**src/gigapage_pkg.sv**
```systemverilog
/*
 * gigapage_pkg: constants, register map and carrier types for the
 * 1-GByte second-level page entry decoder.
 * Assumes a single clock domain and an APB register port of 32 bits.
 */
package gigapage_pkg;

   // entry field positions
   localparam int ENTRY_W        = 64;
   localparam int PAGE_SHIFT     = 30;
   localparam int RSV_TOP        = 51;
   localparam int SNOOP_BIT      = 11;
   localparam int PSIZE_BIT      = 7;
   localparam int IGNORE_ATTR_TABLE_BIT       = 6;
   localparam int EMT_HI         = 5;
   localparam int EMT_LO         = 3;
   localparam int EXEC_BIT       = 2;
   localparam int WRITE_BIT      = 1;
   localparam int READ_BIT       = 0;
   localparam logic [63:0] MID_RSV_MASK = 64'h0000_0000_3fff_f000;

   // extended memory type codes
   typedef enum logic [2:0] {
      MT_UNCACHED   = 3'h0,
      MT_WR_COMBINE = 3'h1,
      MT_WR_THROUGH = 3'h4,
      MT_WR_PROTECT = 3'h5,
      MT_WR_BACK    = 3'h6
   } mem_type_e;

   // register byte offsets
   localparam logic [11:0] CTRL_OFS   = 12'h000;
   localparam logic [11:0] STATUS_OFS = 12'h004;
   localparam logic [11:0] DENY_OFS   = 12'h008;
   localparam logic [11:0] ADDR_LO_OFS = 12'h00c;
   localparam logic [11:0] ADDR_HI_OFS = 12'h010;

   // control register bit positions
   localparam int CTRL_SNOOP_CAP = 0;
   localparam int CTRL_ZLR_CAP   = 1;
   localparam int CTRL_EXEC_EN   = 2;
   localparam int CTRL_EMT_EN    = 3;
   localparam int CTRL_W         = 4;
   localparam logic [CTRL_W-1:0] CTRL_RESET = 4'h0;
   localparam logic [31:0] DENY_RESET = 32'h0000_0000;
   localparam logic [31:0] DENY_ONE   = 32'h0000_0001;

   typedef struct packed {
      logic [63:0] entry;
      logic [29:0] page_offset;
      logic        translation;
      logic        has_pasid;
      logic        rd;
      logic        wr;
      logic        ex;
      logic        zero_len;
      logic        no_snoop_attr;
      logic        nested;
      logic        coherent;
   } gp_req_s;

   typedef struct packed {
      logic [63:0] phys_addr;
      logic        next_level;
      logic        rsvd_fault;
      logic        read_deny;
      logic        write_deny;
      logic        exec_deny;
      logic        emt_fault;
      logic        snoop;
      logic        nonsnoop_n;
      logic        emt_valid;
      logic [2:0]  extended_memory_type;
      logic        use_attr_table;
   } gp_rsp_s;

   localparam int RSP_FLAGS_W = 12;

endpackage

```
**src/gigapage_entry_decoder.sv**
```systemverilog
/*
 * gigapage_entry_decoder: checks one 64-bit second-level entry mapping a
 * 1-GByte page against one request and returns the decoded result a
 * cycle later; capability and context bits are set over APB.
 * Assumes requests are presented as one-cycle REQ_VALID pulses in the
 * CORE_CLK domain and that the walker supplies the fetched entry.
 */
// The implementer's own choices: the address map and the APB register port.
// What this block does
// [RULE_01] page base address comes from entry bits host_address_width-1 down to 30
// [RULE_02] without snoop control capability, entry bit 11 is reserved, must be zero
// [RULE_03] force_snoop set makes untranslated no-PASID requests snoop, whatever attributes
// [RULE_04] no-PASID translation requests return force_snoop as the non-snooped bit
// [RULE_05] PASID requests ignore force_snoop; untranslated ones always snoop
// [RULE_06] PASID translation requests always return the non-snooped bit as one
// [RULE_07] page_size_flag must be one; zero means entry points to next directory
// [RULE_08] ignore_attr_table only for nested coherent PASID requests with memory type enabled
// [RULE_09] extended_memory_type codes 0,1,4,5,6 valid, used only when enabled and nested
// [RULE_10] execute denied when execute enable set and fetch_permitted bit is zero
// [RULE_11] write denied when store_permitted bit is zero
// [RULE_12] read denied when load_allowed bit is zero
// [RULE_13] with zero-length read support, zero-length reads skip read check if W or X
// [RULE_14] bits 63, 61:52, 10:8 ignored; nonzero reserved bits raise a fault
`timescale 1ns/10ps
module gigapage_entry_decoder #(
   parameter int HOST_ADDRESS_WIDTH = 48
) (
   // clock and reset
   input  wire logic                   CORE_CLK,
   input  wire logic                   RST,
   // apb slave
   input  wire logic                   PSEL,
   input  wire logic                   PENABLE,
   input  wire logic                   PWRITE,
   input  wire logic [11:0]            PADDR,
   input  wire logic [31:0]            PWDATA,
   output logic      [31:0]            PRDATA,
   output logic                        PREADY,
   output logic                        PSLVERR,
   // request in
   input  wire logic                   REQ_VALID,
   input  wire gigapage_pkg::gp_req_s  REQ,
   // result out
   output logic                        RSP_VALID,
   output gigapage_pkg::gp_rsp_s       RSP
);
   import gigapage_pkg::*;

   // bits HOST_ADDRESS_WIDTH..51 of the entry are reserved
   localparam logic [63:0] HI_RSV_MASK =
      ((64'h1 << (RSV_TOP + 1)) - 64'h1) & ~((64'h1 << HOST_ADDRESS_WIDTH) - 64'h1);
   localparam logic [63:0] BASE_MASK =
      ((64'h1 << HOST_ADDRESS_WIDTH) - 64'h1) & ~((64'h1 << PAGE_SHIFT) - 64'h1);

   logic [CTRL_W-1:0] ctrl;
   logic [31:0]       deny_count;
   gp_rsp_s           rsp_q;
   logic              rsp_valid_q;

   // control bits
   wire logic snoop_control_capability    = ctrl[CTRL_SNOOP_CAP];
   wire logic zero_length_read_support    = ctrl[CTRL_ZLR_CAP];
   wire logic second_level_execute_enable = ctrl[CTRL_EXEC_EN];
   wire logic extended_memory_type_enable = ctrl[CTRL_EMT_EN];

   // entry fields
   wire logic [63:0] entry            = REQ.entry;
   wire logic        page_size_flag   = entry[PSIZE_BIT];
   wire logic        force_snoop_bit  = entry[SNOOP_BIT];
   wire logic        ignore_attr_table = entry[IGNORE_ATTR_TABLE_BIT];
   wire logic [2:0]  extended_memory_type = entry[EMT_HI:EMT_LO];
   wire logic        fetch_permitted  = entry[EXEC_BIT];
   wire logic        store_permitted  = entry[WRITE_BIT];
   wire logic        load_allowed     = entry[READ_BIT];

   // reserved checks; ignored bits never enter any term
   wire logic hi_rsv   = |(entry & HI_RSV_MASK);           // RULE_14
   wire logic mid_rsv  = |(entry & MID_RSV_MASK);          // RULE_14
   wire logic snp_rsv  = force_snoop_bit & ~snoop_control_capability; // RULE_02
   wire logic leaf     = page_size_flag;                   // RULE_07
   wire logic rsvd_fault = leaf & (hi_rsv | mid_rsv | snp_rsv);

   // physical address of the access
   wire logic [63:0] page_base = entry & BASE_MASK;        // RULE_01
   wire logic [63:0] phys_addr =
      page_base | {34'h0, REQ.page_offset};

   // permission checks
   wire logic exec_deny = REQ.ex & second_level_execute_enable
                          & ~fetch_permitted;              // RULE_10
   wire logic write_deny = REQ.wr & ~store_permitted;      // RULE_11
   wire logic zlr_exempt = zero_length_read_support & REQ.zero_len
                           & (fetch_permitted | store_permitted); // RULE_13
   wire logic read_deny = REQ.rd & ~load_allowed & ~zlr_exempt; // RULE_12

   // snoop handling
   wire logic force_snoop = force_snoop_bit & snoop_control_capability;
   wire logic snoop_nopasid = force_snoop | ~REQ.no_snoop_attr; // RULE_03
   wire logic snoop = REQ.has_pasid | snoop_nopasid;        // RULE_05
   wire logic nonsnoop_n = REQ.has_pasid ? 1'b1             // RULE_06
                                         : force_snoop;     // RULE_04

   // extended memory type
   wire logic emt_applies = extended_memory_type_enable & REQ.has_pasid
                            & REQ.nested & REQ.coherent;    // RULE_08
   logic emt_code_ok;
   always_comb begin
      case (extended_memory_type)
         MT_UNCACHED, MT_WR_COMBINE, MT_WR_THROUGH,
         MT_WR_PROTECT, MT_WR_BACK: emt_code_ok = 1'b1;     // RULE_09
         default:                  emt_code_ok = 1'b0;
      endcase
   end
   wire logic emt_fault = leaf & emt_applies & ~emt_code_ok; // RULE_09

   // result assembly; a non-leaf entry grants nothing here
   gp_rsp_s next_rsp;
   always_comb begin
      next_rsp = '0;
      next_rsp.next_level = ~leaf;                           // RULE_07
      if (leaf) begin
         next_rsp.phys_addr  = phys_addr;
         next_rsp.rsvd_fault = rsvd_fault;
         next_rsp.read_deny  = read_deny;
         next_rsp.write_deny = write_deny;
         next_rsp.exec_deny  = exec_deny;
         next_rsp.emt_fault  = emt_fault;
         next_rsp.snoop      = ~REQ.translation & snoop;
         next_rsp.nonsnoop_n = REQ.translation & nonsnoop_n;
         next_rsp.emt_valid  = emt_applies & emt_code_ok;
         if (emt_applies) begin
            next_rsp.extended_memory_type = extended_memory_type;
            next_rsp.use_attr_table = ~ignore_attr_table;    // RULE_08
         end
      end
   end

   wire logic any_deny = next_rsp.rsvd_fault | next_rsp.read_deny
                         | next_rsp.write_deny | next_rsp.exec_deny
                         | next_rsp.emt_fault;

   always_ff @(posedge CORE_CLK or posedge RST) begin
      if (RST) begin
         rsp_q       <= '0;
         rsp_valid_q <= 1'b0;
      end else begin
         rsp_valid_q <= REQ_VALID;
         if (REQ_VALID) begin
            rsp_q <= next_rsp;
         end
      end
   end

   assign RSP_VALID = rsp_valid_q;
   assign RSP       = rsp_q;

   // apb decode: zero wait states
   wire logic apb_access = PSEL & PENABLE;
   wire logic hit_ctrl   = (PADDR == CTRL_OFS);
   wire logic hit_status = (PADDR == STATUS_OFS);
   wire logic hit_deny   = (PADDR == DENY_OFS);
   wire logic hit_alo    = (PADDR == ADDR_LO_OFS);
   wire logic hit_ahi    = (PADDR == ADDR_HI_OFS);
   wire logic mapped = hit_ctrl | hit_status | hit_deny | hit_alo | hit_ahi;
   wire logic ctrl_wr  = apb_access & PWRITE & hit_ctrl;
   wire logic deny_clr = apb_access & PWRITE & hit_deny;
   wire logic deny_inc = REQ_VALID & any_deny;

   wire logic [31:0] status_word =
      {{(32-RSP_FLAGS_W){1'b0}}, rsp_q.next_level, rsp_q.rsvd_fault,
       rsp_q.read_deny, rsp_q.write_deny, rsp_q.exec_deny,
       rsp_q.emt_fault, rsp_q.snoop, rsp_q.nonsnoop_n,
       rsp_q.emt_valid, rsp_q.extended_memory_type};

   wire logic [31:0] rd_mux =
      hit_ctrl   ? {{(32-CTRL_W){1'b0}}, ctrl} :
      hit_status ? status_word :
      hit_deny   ? deny_count :
      hit_alo    ? rsp_q.phys_addr[31:0] :
      hit_ahi    ? rsp_q.phys_addr[63:32] : 32'h0000_0000;

   // a same-cycle clear and increment leave the count at one, so no denial is lost
   wire logic [31:0] next_deny_count =
      deny_inc ? (deny_clr ? DENY_ONE : deny_count + DENY_ONE) :
      deny_clr ? DENY_RESET : deny_count;

   always_ff @(posedge CORE_CLK or posedge RST) begin
      if (RST) begin
         ctrl       <= CTRL_RESET;
         deny_count <= DENY_RESET;
      end else begin
         deny_count <= next_deny_count;
         if (ctrl_wr) begin
            ctrl <= PWDATA[CTRL_W-1:0];
         end
      end
   end

   always_ff @(posedge CORE_CLK or posedge RST) begin
      if (RST) begin
         PRDATA <= 32'h0000_0000;
      end else if (PSEL & ~PENABLE & ~PWRITE) begin
         PRDATA <= rd_mux;
      end
   end

   assign PREADY  = 1'b1;
   assign PSLVERR = apb_access & ~mapped;

endmodule

```
**config.mk**
```make
export PLATFORM = sky130hd
export DESIGN_NAME = gigapage_entry_decoder
export DESIGN_NICKNAME = d
export VERILOG_FILES = /design/src/gigapage_pkg.sv /design/src/gigapage_entry_decoder.sv
export SDC_FILE = /design/constraint.sdc
export NUM_CORES = 1
export LEC_CHECK = 0
export ABC_AREA = 1
export BUFFER_PORTS_ARGS = -buffer_cell sky130_fd_sc_hd__buf_2
export CORE_MARGIN = 1
export CORE_UTILIZATION = 30
export CTS_CLUSTER_DIAMETER = 60
export DETAILED_ROUTE_END_ITERATION = 12
export HOLD_SLACK_MARGIN = 0.15
export PLACE_DENSITY = 0.57
export SLEW_MARGIN = 40
export SYNTH_ARGS = -nofsm -noshare
export SYNTH_HDL_FRONTEND = slang
export SYNTH_SLANG_ARGS = --single-unit
```
**constraint.sdc**
```tcl
create_clock -name CORE_CLK -period 5.5 [get_ports CORE_CLK]
set_clock_uncertainty 0.2 [all_clocks]
set_input_delay 1.375 -clock CORE_CLK [delete_from_list [all_inputs] [get_ports CORE_CLK]]
set_output_delay 1.375 -clock CORE_CLK [all_outputs]
set_load 0.005 [all_outputs]
```
### After elaboration in Yosys (flattened, before gate mapping)

Cells that the tools add are included.

| storage, ports and cells | value |
|---|---|
| output and inout bits | 112 |
| register bits after elaboration | 146 |
| logic and storage cells | 97 |
| input port bits | 153 |

| cells by class | value |
|---|---|
| equality and inequality tests | 8 |
| bitwise logic cells | 53 |
| mux-type cells | 13 |
| add/subtract/negate cells | 1 |
| reductions and logical operators | 6 |

Operators with widths:

| operator | number |
|---|---|
| $mux 32 | 8 |
| $mux 48 | 1 |
| $or 48x30->48 | 1 |
| $add 32x1->32 const B | 1 |
| $and 1x1->1 | 26 |
| $eq 12x4->1 const B | 2 |
| $reduce_or 18->1 | 1 |
| $not 1->1 | 13 |
| $or 1x1->1 | 13 |
| $eq 12x3->1 const B | 1 |
| $eq 12x5->1 const B | 1 |
| $logic_not 12->1 | 1 |
| $mux 12 | 1 |
| $eq 3x3->1 const B | 3 |
| $reduce_or 5->1 | 1 |
| $mux 4 | 1 |
| $reduce_or 4->1 | 1 |
| $eq 3x1->1 const B | 1 |
| $logic_not 3->1 | 1 |
| $mux 1 | 2 |
| $reduce_bool 2->1 | 1 |

### Logic depth before layout (Yosys ltp)

Gate-level depths: netlist (run 1).

| logic depth | value |
|---|---|
| depth after elaboration | 12 |
| depth in mapped cells | 11 |
| gate-level depth less buffers | 11 |

### Least setup slack after synthesis (run 1)

Ideal clock, no wire load.

| timing | value |
|---|---|
| path kind | input port to output port |
| start point | input PADDR[7] |
| end point | output PSLVERR |
| cell stages on the path | 8 |
| path slack | 1.766 ns |
| required time | 3.925 ns |
| data arrival time | 2.159 ns |
| buffers on the path | 2 |
| path through | nor2_4 -> nand2_2 -> nor2_4 -> buf_6 -> nand2_2 -> buf_6 -> nand2_1 -> nor4_1 |

| between the ends | value |
|---|---|
| longest elaborated chain between the ends | 7 |
| elaborated cells on any way between the ends | 11 |
| classes of those cells | eq/ne: 4; bitwise: 6; reduce/logical: 1 |

RTL lines:

| what | line | source |
|---|---|---|
| from (decl) | gigapage_entry_decoder.sv:35 | `input wire logic [11:0] PADDR,` |
| $eq 12x3->1 or $logic_not 12->1 (tied branches) | gigapage_entry_decoder.sv:160, gigapage_entry_decoder.sv:159 |  |
| $or 1x1->1 (3 in series) | gigapage_entry_decoder.sv:164 | `wire logic mapped = hit_ctrl \| hit_status \| hit_deny \| hit_alo \| hit_ahi;` |
| $or 1x1->1 (*) | gigapage_entry_decoder.sv:164 |  |
| $not 1->1 (*) | gigapage_entry_decoder.sv:208 | `assign PSLVERR = apb_access & ~mapped;` |
| $and 1x1->1 (*) | gigapage_entry_decoder.sv:208 |  |
| to (decl) | gigapage_entry_decoder.sv:39 | `output logic PSLVERR,` |

Every way passes the cells marked *; elsewhere a longest branch is shown, timed or not.

### Final worst setup path (run 1)

| timing | value |
|---|---|
| start point | input PADDR[2] |
| end point | output PSLVERR |

Same word-level chain as after synthesis.

==> metrics.md, run 1 <==
| Metric | Value |
|---|---|
| Status | `finished clean` |
| Critical path type | `in2out` |
| Mapped Cells | `954` |
| Core ar. | `0.02375 mm^2` |
| VDD IR-drop max | `0.0001574 V` |
| Placed Area | `0.008537 mm^2` |
| Crit path max fanout | `25` |
| Fin crit share | `81.51%` |
| Power per Cell Area | `299.5 mW/mm^2` |
| Worst R2R Setup Slack | `3.18 ns` |
| Total CTS buffers | `17` |
| TritonCTS clock tree | `done` |
| Post-Route Setup TNS | `0 ns` |
| Setup repair bufs after CTS | `0` |
| Die span in y | `158.4 um` |
| Most frequent cells in the layout | `nand2_1 (286), buf_2 (204), dfrtp_1 (130), nor2_1 (103), inv_1 (80)` |
| Fmax | `223.1 MHz` |
| CTS Root Cell | `clkbuf_16` |
| Worst Reg-to-Reg Cells | `7` |
| First-pass GRT wire length | `35090 um` |
| Endpoint type of the worst setup path | `output port` |
| Yosys reg bits | `130` |
| Inst Count DP | `1444` |
| Largest net degree at the start of global routing | `68` |
| Number of max-cap violations | `0` |
| CTS resizes | `0` |
| Vias | `6952` |
| H-tree lvl count | `4` |
| Die X | `158.4 um` |
| Leak | `4.705 nW` |
| CP Launch Type | `input port` |
| Synth warnings | `0` |
| Hold_buf cts | `0` |
| Post-route cell area | `0.009123 mm^2` |
| Max-slew headroom | `47.53%` |
| Hpwl dp | `17120 um` |
| Crit-path slowest cell | `buf_2` |
| CTS max path bufs | `2` |
| Largest cells by area after synthesis | `dfrtp_1 (44%), nand2_1 (15%), nor2_1 (5.3%), nand3_1 (4.6%), inv_1 (4.1%)` |
| Post-synth top area share | `44.35%` |
| Pwr Total | `2.732 mW` |
| Crit path max-delay family | `buffers and inverters` |
| Hold depth | `2` |
| Post-route minimum period | `4.483 ns` |
| Vias in the first global route | `6532` |
| Total length of routed wires | `22740 um` |
| Crit path DAT | `2.91 ns` |
| Count of final setup violators | `0` |
| Total Routing Usage GR | `18.43%` |
| CP dominant cell by count | `buf_2` |
| Worst-Margin Slew | `0.7852 ns` |
| Worst-Skew Late Latency | `0.42 ns` |
| Share of cells above drive strength 1 | `26.02%` |
| Fin nets | `1298` |
| Clock slew at reported path FFs | `0.06 ns` |
| Die area | `0.02508 mm^2` |
| Residual DRC | `0` |
| Number of port buffers | `204` |
| Initial drt markers | `403` |
| Antenna violations before repair | `1` |
| Unrepaired setup endpoints after global routing | `no` |
| Vias per cell | `4.707` |
| Slew Viols, Final | `0` |
| Leading area contributor after synthesis | `dfrtp_1` |
| Num rows | `56` |
| Commonest non-fill, non-tap cell in the layout | `nand2_1` |
| Critical Path RT | `3.92 ns` |
| Critical-path cell list | `buf_2, nor2_8, nand2_4, clkinv_2, nor4_1, buf_2` |
| GPL Wtd Cong | `0.8740` |
| WP depth | `6` |
| Mapped Area | `0.007335 mm^2` |
| Syn-to-layout area delta | `24.38%` |
| Drt wl/cell | `15.40 um` |
| Gr ovfl total | `0` |
| Total iterations of the first detailed-routing run | `7` |
| Core Util, Final | `38.41%` |
| Final Hold Viols | `0` |
| Layout Cells excl Fill | `1477` |
| Unique cell type count in the Yosys netlist | `44` |
| Initial core utilization | `30.88%` |
| Num Clock Sinks | `130` |
| Post-route ant nets | `0` |
| Slowest Stage Delay on Critical Path | `0.52 ns` |
| Syn Area/Cell | `7.688 um^2` |
| CP bufs+invs | `3` |
| Worst hold path class | `reg2reg` |
| IO Count | `265` |
| Post-synthesis sequential area ratio | `44.35%` |
[synthesized netlist by cell type (all sizes together)]
cell	instances
a21o	1
a21oi	24
a22o	23
buf	41
clkbuf	14
clkinv	3
conb	2
dfrtp	130
ha	1
inv	85
mux2	4
nand2	296
nand3	70
nand3b	2
nand4	39
nor2	121
nor3	2
nor4	1
o211ai	18
o21ai	52
o22ai	4
o32ai	1
or2	4
xnor2	5
xor2	11
[worst paths after layout]
check | endpoint | startpoint
min in group asynchronous | RSP_VALID$_DFF_PP0_ | RST
max reg2reg | deny_count[3]$_DFFE_PP0P_ | ctrl[0]$_DFFE_PP0P_
min reg2reg | PRDATA[30]$_DFFE_PP0P_ | PRDATA[30]$_DFFE_PP0P_
max in group asynchronous | deny_count[25]$_DFFE_PP0P_ | RST
max | PSLVERR | PADDR[2]
min | PRDATA[30]$_DFFE_PP0P_ | PRDATA[30]$_DFFE_PP0P_
[cell type report]
type	count	area, um^2
repair buffers	211	1086
clock buffers	18	429.2
fillers	2498	14630
flip-flops and latches	130	3253
clock inverters	14	153.9
multi-input cells	696	3456
inverters	88	342.8
well taps	319	399.1
diodes	1	2.502
[power by group]
group | internal, mW | leakage (nW) | switching, mW
clock | 0.672 | 0.266 | 0.464
sequential | 1.05 | 1.73 | 0.133
combinational | 0.171 | 2.71 | 0.237
[cells by family after synthesis]
kind of cell | synth area share (%)
AND/OR/NAND/NOR | 32.55
buffers and inverters | 9.297
flip-flops | 44.35
AO/OA/AOI/OAI | 11.00
XOR/XNOR | 1.911
multiplexers | 0.6141
other | 0.1024
adder cells (fa/ha/maj) | 0.1706
[metal layers]
| layer | up-vias | share of wire [%] | global-route usage (%) |
|---|---|---|---|
| li1 | 3462 | - | - |
| met1 | 3299 | 47 | 24.56 |
| met2 | 182 | 47 | 30.68 |
| met3 | 9 | 4.6 | 3.266 |
| met4 | 0 | 0.78 | 4.716 |
| met5 | - | 0 | 0 |
[sequential cells by signal, indices dropped and copies added, names as in the netlist]
name        count
RSP_VALID       1
deny_count     32
PRDATA         32
RSP            61
ctrl            4
[worst reg2reg max path: cells and delay by family, from the launching register on]
kind | cells | cell delay, ns
flops | 1 | 0.42
compound gates | 1 | 0.11
simple gates | 6 | 1.46
[metrics by stage]
stage               hold slack [ns]  setup WS, ns
floorplan                    0.2724        0.4557
global placement             0.2609         1.024
detailed placement           0.2605         1.029
CTS                          0.2770         1.028
global route                 0.3090        0.8865
finish                       0.2739         1.017
No activity file was read; power rests on OpenSTA's default activity.
==> run 2, diff against run 1 <==
- PLACE_DENSITY: 0.57 -> 0.59
- clock period: 5.5 -> 3.95 ns (I/O delays scaled with it)
==> metrics.md, run 2 (synthesized netlist as in run 1, its figures left out) <==
| Metric | Value |
|---|---|
| Status | `finished clean (unchanged)` |
| Crit path max fanout | `22 (was 25)` |
| Pwr Total | `3.822 mW (was 2.732 mW)` |
| GPL Wtd Cong | `0.9150 (was 0.8740)` |
| Vias | `6980 (was 6952)` |
| Die area | `0.02508 mm^2 (unchanged)` |
| CTS Root Cell | `clkbuf_16 (unchanged)` |
| Critical path type | `in2out (unchanged)` |
| Number of max-cap violations | `0 (unchanged)` |
| First-pass GRT wire length | `35130 um (was 35090 um)` |
| Critical Path RT | `2.76 ns (was 3.92 ns)` |
| Final Hold Viols | `0 (unchanged)` |
| Share of cells above drive strength 1 | `26.36% (was 26.02%)` |
| Post-route ant nets | `0 (unchanged)` |
| CP Launch Type | `input port (unchanged)` |
| Max-slew headroom | `45.82% (was 47.53%)` |
| Endpoint type of the worst setup path | `output port (unchanged)` |
| Post-Route Setup TNS | `0 ns (unchanged)` |
| Num Clock Sinks | `130 (unchanged)` |
| Count of final setup violators | `0 (unchanged)` |
| Residual DRC | `0 (unchanged)` |
| Total Routing Usage GR | `18.36% (was 18.43%)` |
| Commonest non-fill, non-tap cell in the layout | `nand2_1 (unchanged)` |
| Worst-Margin Slew | `0.8107 ns (was 0.7852 ns)` |
| Drt wl/cell | `15.09 um (was 15.40 um)` |
| Hold_buf cts | `0 (unchanged)` |
| Worst hold path class | `reg2reg (unchanged)` |
| Critical-path cell list | `buf_2, nor2_4, nand2_2, nor2_4, nand2_1, nand2_1, nor4_1, buf_2 (was buf_2, nor2_8, nand2_4, clkinv_2, nor4_1, buf_2)` |
| Vias per cell | `4.716 (was 4.707)` |
| Hold_sp | `PRDATA[16]$_DFFE_PP0P_ (was PRDATA[30]$_DFFE_PP0P_)` |
| Power per Cell Area | `415.9 mW/mm^2 (was 299.5 mW/mm^2)` |
| Worst Setup SP | `PADDR[7] (was PADDR[2])` |
| Syn-to-layout area delta | `25.28% (was 24.38%)` |
| CTS max path bufs | `2 (unchanged)` |
| Total iterations of the first detailed-routing run | `5 (was 7)` |
| Fillcell total | `2474 (was 2498)` |
| Setup repair bufs after CTS | `0 (unchanged)` |
| Post-route minimum period | `3.378 ns` |
| Leak | `4.751 nW (was 4.705 nW)` |
| H-tree lvl count | `4 (unchanged)` |
| Layout Cells excl Fill | `1480 (was 1477)` |
| Antenna violations before repair | `0 (was 1)` |
| TritonCTS clock tree | `done (unchanged)` |
| VDD IR-drop max | `0.0001947 V (was 0.0001574 V)` |
| Die span in y | `158.4 um (unchanged)` |
| Unrepaired setup endpoints after global routing | `no (unchanged)` |
| Fin nets | `1304 (was 1298)` |
| Most frequent cells in the layout | `nand2_1 (286), buf_2 (204), dfrtp_1 (130), nor2_1 (103), inv_1 (80) (unchanged)` |
| Largest net degree at the start of global routing | `70 (was 68)` |
| Fmax | `296.0 MHz` |
| Die X | `158.4 um (unchanged)` |
| Number of port buffers | `204 (unchanged)` |
| Total length of routed wires | `22340 um (was 22740 um)` |
| Initial drt markers | `404 (was 403)` |
| Num rows | `56 (unchanged)` |
| Total CTS buffers | `17 (unchanged)` |
| Vias in the first global route | `6493 (was 6532)` |
| Initial core utilization | `30.88% (unchanged)` |
| Core ar. | `0.02375 mm^2 (unchanged)` |
| CTS resizes | `0 (unchanged)` |
| Fin crit share | `85.52%` |
| Worst-Skew Late Latency | `0.42 ns (about the same)` |
| Number of flip-flops in the largest register | `61 (unchanged)` |
| Slowest Stage Delay on Critical Path | `0.43 ns (was 0.52 ns)` |
| Clock slew at reported path FFs | `0.06 ns (about the same)` |
| Crit path DAT | `2.19 ns (was 2.91 ns)` |
| Hpwl dp | `17020 um (was 17120 um)` |
| Critical R2R Launch | `ctrl[0]$_DFFE_PP0P_ (unchanged)` |
| Crit-path slowest cell | `nor2_4 (was buf_2)` |
| Slew Viols, Final | `0 (unchanged)` |
| Inst Count DP | `1450 (was 1444)` |
| Gr ovfl total | `0 (unchanged)` |
| IO Count | `265 (unchanged)` |
| # diodes | `0 (was 1)` |
-- run 2: power by group --
part	switching [mW]	total [mW]	internal, mW
registers	0.189	1.66	1.47
clock network	0.610	1.59	0.984
logic	0.327	0.570	0.243
total	1.13	3.82	2.70
-- run 2: worst paths after layout --
kind	to	slack, ns	cells past startpoint
min in group asynchronous	RSP_VALID$_DFF_PP0_	0.38	2
max in group asynchronous	deny_count[20]$_DFFE_PP0P_	2.45	3
worst max-delay path	PSLVERR	0.57	8
worst min register to register	PRDATA[16]$_DFFE_PP0P_	0.28	2
worst max register to register	deny_count[3]$_DFFE_PP0P_	1.63	7
worst min-delay path	PRDATA[16]$_DFFE_PP0P_	0.28	2
-- run 2: cell type report --
type / count / area [um^2] / share of cell area [%]
Inverter: 88 / 341.6 / 3.717
Sequential cell: 130 / 3253 / 35.40
Clock buffer: 17 / 425.4 / 4.630
Clock inverter: 13 / 162.7 / 1.770
Multi-Input combinational cell: 696 / 3456 / 37.61
Tap cell: 319 / 399.1 / 4.344
Timing Repair Buffer: 217 / 1151 / 12.53
-- run 2: per-stage QoR --
stage / setup slack (ns) / utilization, % / cell area [um^2] / hold WS (ns)
2_1_floorplan: 0.9910 / - / 7395 / 0.2724
3_3_place_gp: 0.5971 / 36.09 / 8573 / 0.2589
3_5_place_dp: 0.5718 / 36.21 / 8601 / 0.2638
4_1_cts: 0.5664 / 38.69 / 9189 / 0.2822
5_1_grt: 0.4424 / 38.69 / 9189 / 0.3167
6_report: 0.5721 / 38.69 / 9189 / 0.2784
-- run 2: metal layers --
metal / up-vias / routed length, um / global-route usage, %
met5: - / 0 / 0
met4: 0 / 360 / 6.090
met3: 23 / 900 / 2.858
met2: 191 / 10400 / 29.30
met1: 3302 / 10680 / 25.23
li1: 3464 / - / -
-- run 2: critical path, delay by kind of cell --
| family | cells | cell delay [ns] |
|---|---|---|
| buffers and inverters | 2 | 0.25 |
| and+or+nand+nor | 6 | 0.94 |
==> run 3, diff against run 2 <==
- BUFFER_PORTS_ARGS: -buffer_cell sky130_fd_sc_hd__buf_2 -> -buffer_cell sky130_fd_sc_hd__clkbuf_2
- SKIP_LAST_GASP: unset -> 1
==> metrics.md, run 3 (synthesized netlist as in run 1, its figures left out) <==
| Metric | Value |
|---|---|
| Worst hold path class | `reg2reg (unchanged)` |
| Crit path max fanout | `14 (was 22)` |
| Placed Area | `0.008566 mm^2 (was 0.008601 mm^2)` |
| Met2 Routed Length | `10480 um (was 10400 um)` |
| Post-route cell area | `0.009185 mm^2 (was 0.009189 mm^2)` |
| Worst-Margin Slew | `0.7481 ns (was 0.8107 ns)` |
| Reg-to-reg endpoint | `deny_count[14]$_DFFE_PP0P_ (was deny_count[3]$_DFFE_PP0P_)` |
| Power per Cell Area | `423.9 mW/mm^2 (was 415.9 mW/mm^2)` |
| Hold depth | `2 (unchanged)` |
| Post-route ant nets | `0 (unchanged)` |
| Total Routing Usage GR | `18.40% (was 18.36%)` |
| Fin nets | `1302 (was 1304)` |
| CP dominant cell by count | `clkbuf_2` |
| Worst Reg-to-Reg Cells | `9 (was 7)` |
| Most frequent cells in the layout | `nand2_1 (286), clkbuf_2 (204), dfrtp_1 (130), nor2_1 (103), inv_1 (80) (was nand2_1 (286), buf_2 (204), dfrtp_1 (130), nor2_1 (103), inv_1 (80))` |
| Crit path DAT | `2.21 ns (was 2.19 ns)` |
| Leak | `4.713 nW (was 4.751 nW)` |
| Num Clock Sinks | `130 (unchanged)` |
| CP Launch Type | `input port (unchanged)` |
| GPL Wtd Cong | `0.8929 (was 0.9150)` |
| Hold endpoint | `PRDATA[27]$_DFFE_PP0P_ (was PRDATA[16]$_DFFE_PP0P_)` |
| Share of cells above drive strength 1 | `26.21% (was 26.36%)` |
| Die area | `0.02508 mm^2 (unchanged)` |
| Hold_buf cts | `0 (unchanged)` |
| Residual DRC | `0 (unchanged)` |
| Total length of routed wires | `22470 um (was 22340 um)` |
| Core ar. | `0.02375 mm^2 (unchanged)` |
| Count of final setup violators | `0 (unchanged)` |
| VDD IR-drop max | `0.0002537 V (was 0.0001947 V)` |
| Fillcell total | `2454 (was 2474)` |
| Commonest non-fill, non-tap cell in the layout | `nand2_1 (unchanged)` |
| Total iterations of the first detailed-routing run | `5 (unchanged)` |
| Syn-to-layout area delta | `25.23% (was 25.28%)` |
| Fmax | `294.4 MHz (was 296.0 MHz)` |
| Die span in y | `158.4 um (unchanged)` |
| Vias in the first global route | `6555 (was 6493)` |
| Critical-path cell list | `clkbuf_2, nor2_1, nand2_1, nor2_4, buf_4, nand2_4, clkinv_2, nor4_1, clkbuf_2 (was buf_2, nor2_4, nand2_2, nor2_4, nand2_1, nand2_1, nor4_1, buf_2)` |
| Critical R2R Launch | `deny_count[0]$_DFFE_PP0P_ (was ctrl[0]$_DFFE_PP0P_)` |
| IO Count | `265 (unchanged)` |
| Slowest Stage Delay on Critical Path | `0.30 ns (was 0.43 ns)` |
| Place WS | `0.5507 ns (was 0.5718 ns)` |
| CTS max path bufs | `2 (unchanged)` |
| Vias per cell | `4.739 (was 4.716)` |
| Top Metal Used | `met4 (unchanged)` |
| Worst-Skew Late Latency | `0.42 ns (about the same)` |
| Critical Path RT | `2.76 ns (about the same)` |
| CTS Root Cell | `clkbuf_16 (unchanged)` |
| Drt wl/cell | `15.19 um (was 15.09 um)` |
| Max-slew headroom | `50.13% (was 45.82%)` |
| H-tree lvl count | `4 (unchanged)` |
| Number of max-cap violations | `0 (unchanged)` |
| Fin crit share | `86.00% (was 85.52%)` |
| Number of port buffers | `204 (unchanged)` |
| Post-Route Setup TNS | `0 ns (unchanged)` |
| PnR worst setup slack | `0.5531 ns (was 0.5721 ns)` |
| Number of flip-flops in the largest register | `61 (unchanged)` |
| Met3 routed WL | `1181 um (was 900 um)` |
| Unrepaired setup endpoints after global routing | `no (unchanged)` |
| TritonCTS clock tree | `done (unchanged)` |
| Clock slew at reported path FFs | `0.06 ns (about the same)` |
| Antenna violations before repair | `0 (unchanged)` |
| Hpwl dp | `16690 um (was 17020 um)` |
| CTS resizes | `0 (unchanged)` |
| Status | `finished clean (unchanged)` |
| Endpoint type of the worst setup path | `output port (unchanged)` |
| Initial drt markers | `424 (was 404)` |
| Largest net degree at the start of global routing | `131 (was 70)` |
| Total CTS buffers | `17 (unchanged)` |
| Die X | `158.4 um (unchanged)` |
| Hold_sp | `PRDATA[27]$_DFFE_PP0P_ (was PRDATA[16]$_DFFE_PP0P_)` |
| Critical path type | `in2out (unchanged)` |
| Gr ovfl total | `0 (unchanged)` |
| Pwr Total | `3.894 mW (was 3.822 mW)` |
| Slew Viols, Final | `0 (unchanged)` |
| First-pass GRT wire length | `35110 um (was 35130 um)` |
| Worst R2R Setup Slack | `1.87 ns (was 1.63 ns)` |
| Final Hold Viols | `0 (unchanged)` |
| Crit path max-delay family | `simple AND/OR/NAND/NOR gates (unchanged)` |
| Post-route minimum period | `3.397 ns (was 3.378 ns)` |
| CP bufs+invs | `4 (was 2)` |
| Met1 Routed Length | `10570 um (was 10680 um)` |
| Setup repair bufs after CTS | `0 (unchanged)` |
| Initial core utilization | `30.88% (unchanged)` |
| Vias | `7009 (was 6980)` |
| Crit-path slowest cell | `nor2_4 (unchanged)` |
| # diodes | `0 (unchanged)` |
| Num rows | `56 (unchanged)` |
## run 3: worst max path at each step
stage               startpoint      end  slack [ns]  depth (start not counted)
global placement     PADDR[10]  PSLVERR        0.58                          9
global route          PADDR[9]  PSLVERR        0.41                          9
floorplan             PADDR[7]  PSLVERR        0.99                          8
finish                PADDR[8]  PSLVERR        0.55                          9
CTS                   PADDR[9]  PSLVERR        0.55                          8
detailed placement    PADDR[9]  PSLVERR        0.55                          8
## run 3: where the power goes
part | total, mW | internal, mW | switching [mW]
clock | 1.67 | 1.04 | 0.626
sequential | 1.66 | 1.47 | 0.192
combinational | 0.565 | 0.239 | 0.326
total | 3.89 | 2.75 | 1.14
## run 3: through the flow
stage,util [%],cells,hold slack (ns)
after floorplan,-,969,0.2724
after global placement,36.06,1448,0.2633
after detailed placement,36.06,1448,0.2666
after CTS,38.67,1479,0.2827
after global routing,38.67,1479,0.3046
final,38.67,1479,0.2758
## run 3: tightest hold or removal path, delay by kind of cell, from the launching register on
family | cells | cell delay (ns)
DFF | 1 | 0.34
and+or+nand+nor | 2 | 0.10
## run 3: metal layers
layer / vias to the layer above / GRT usage (%)
met5: - / 0
met3: 15 / 3.430
met4: 0 / 5.220
met2: 207 / 29.30
met1: 3320 / 25.32
li1: 3467 / -
## run 3: final cells by class
type	count	area (um^2)	share of cell area, %
Inverter	88	341.6	3.719
Tap cell	319	399.1	4.345
Timing Repair Buffer	215	1116	12.15
Multi-Input combinational cell	696	3456	37.62
Sequential cell	130	3253	35.42
Clock inverter	11	152.6	1.662
Clock buffer	20	466.7	5.081
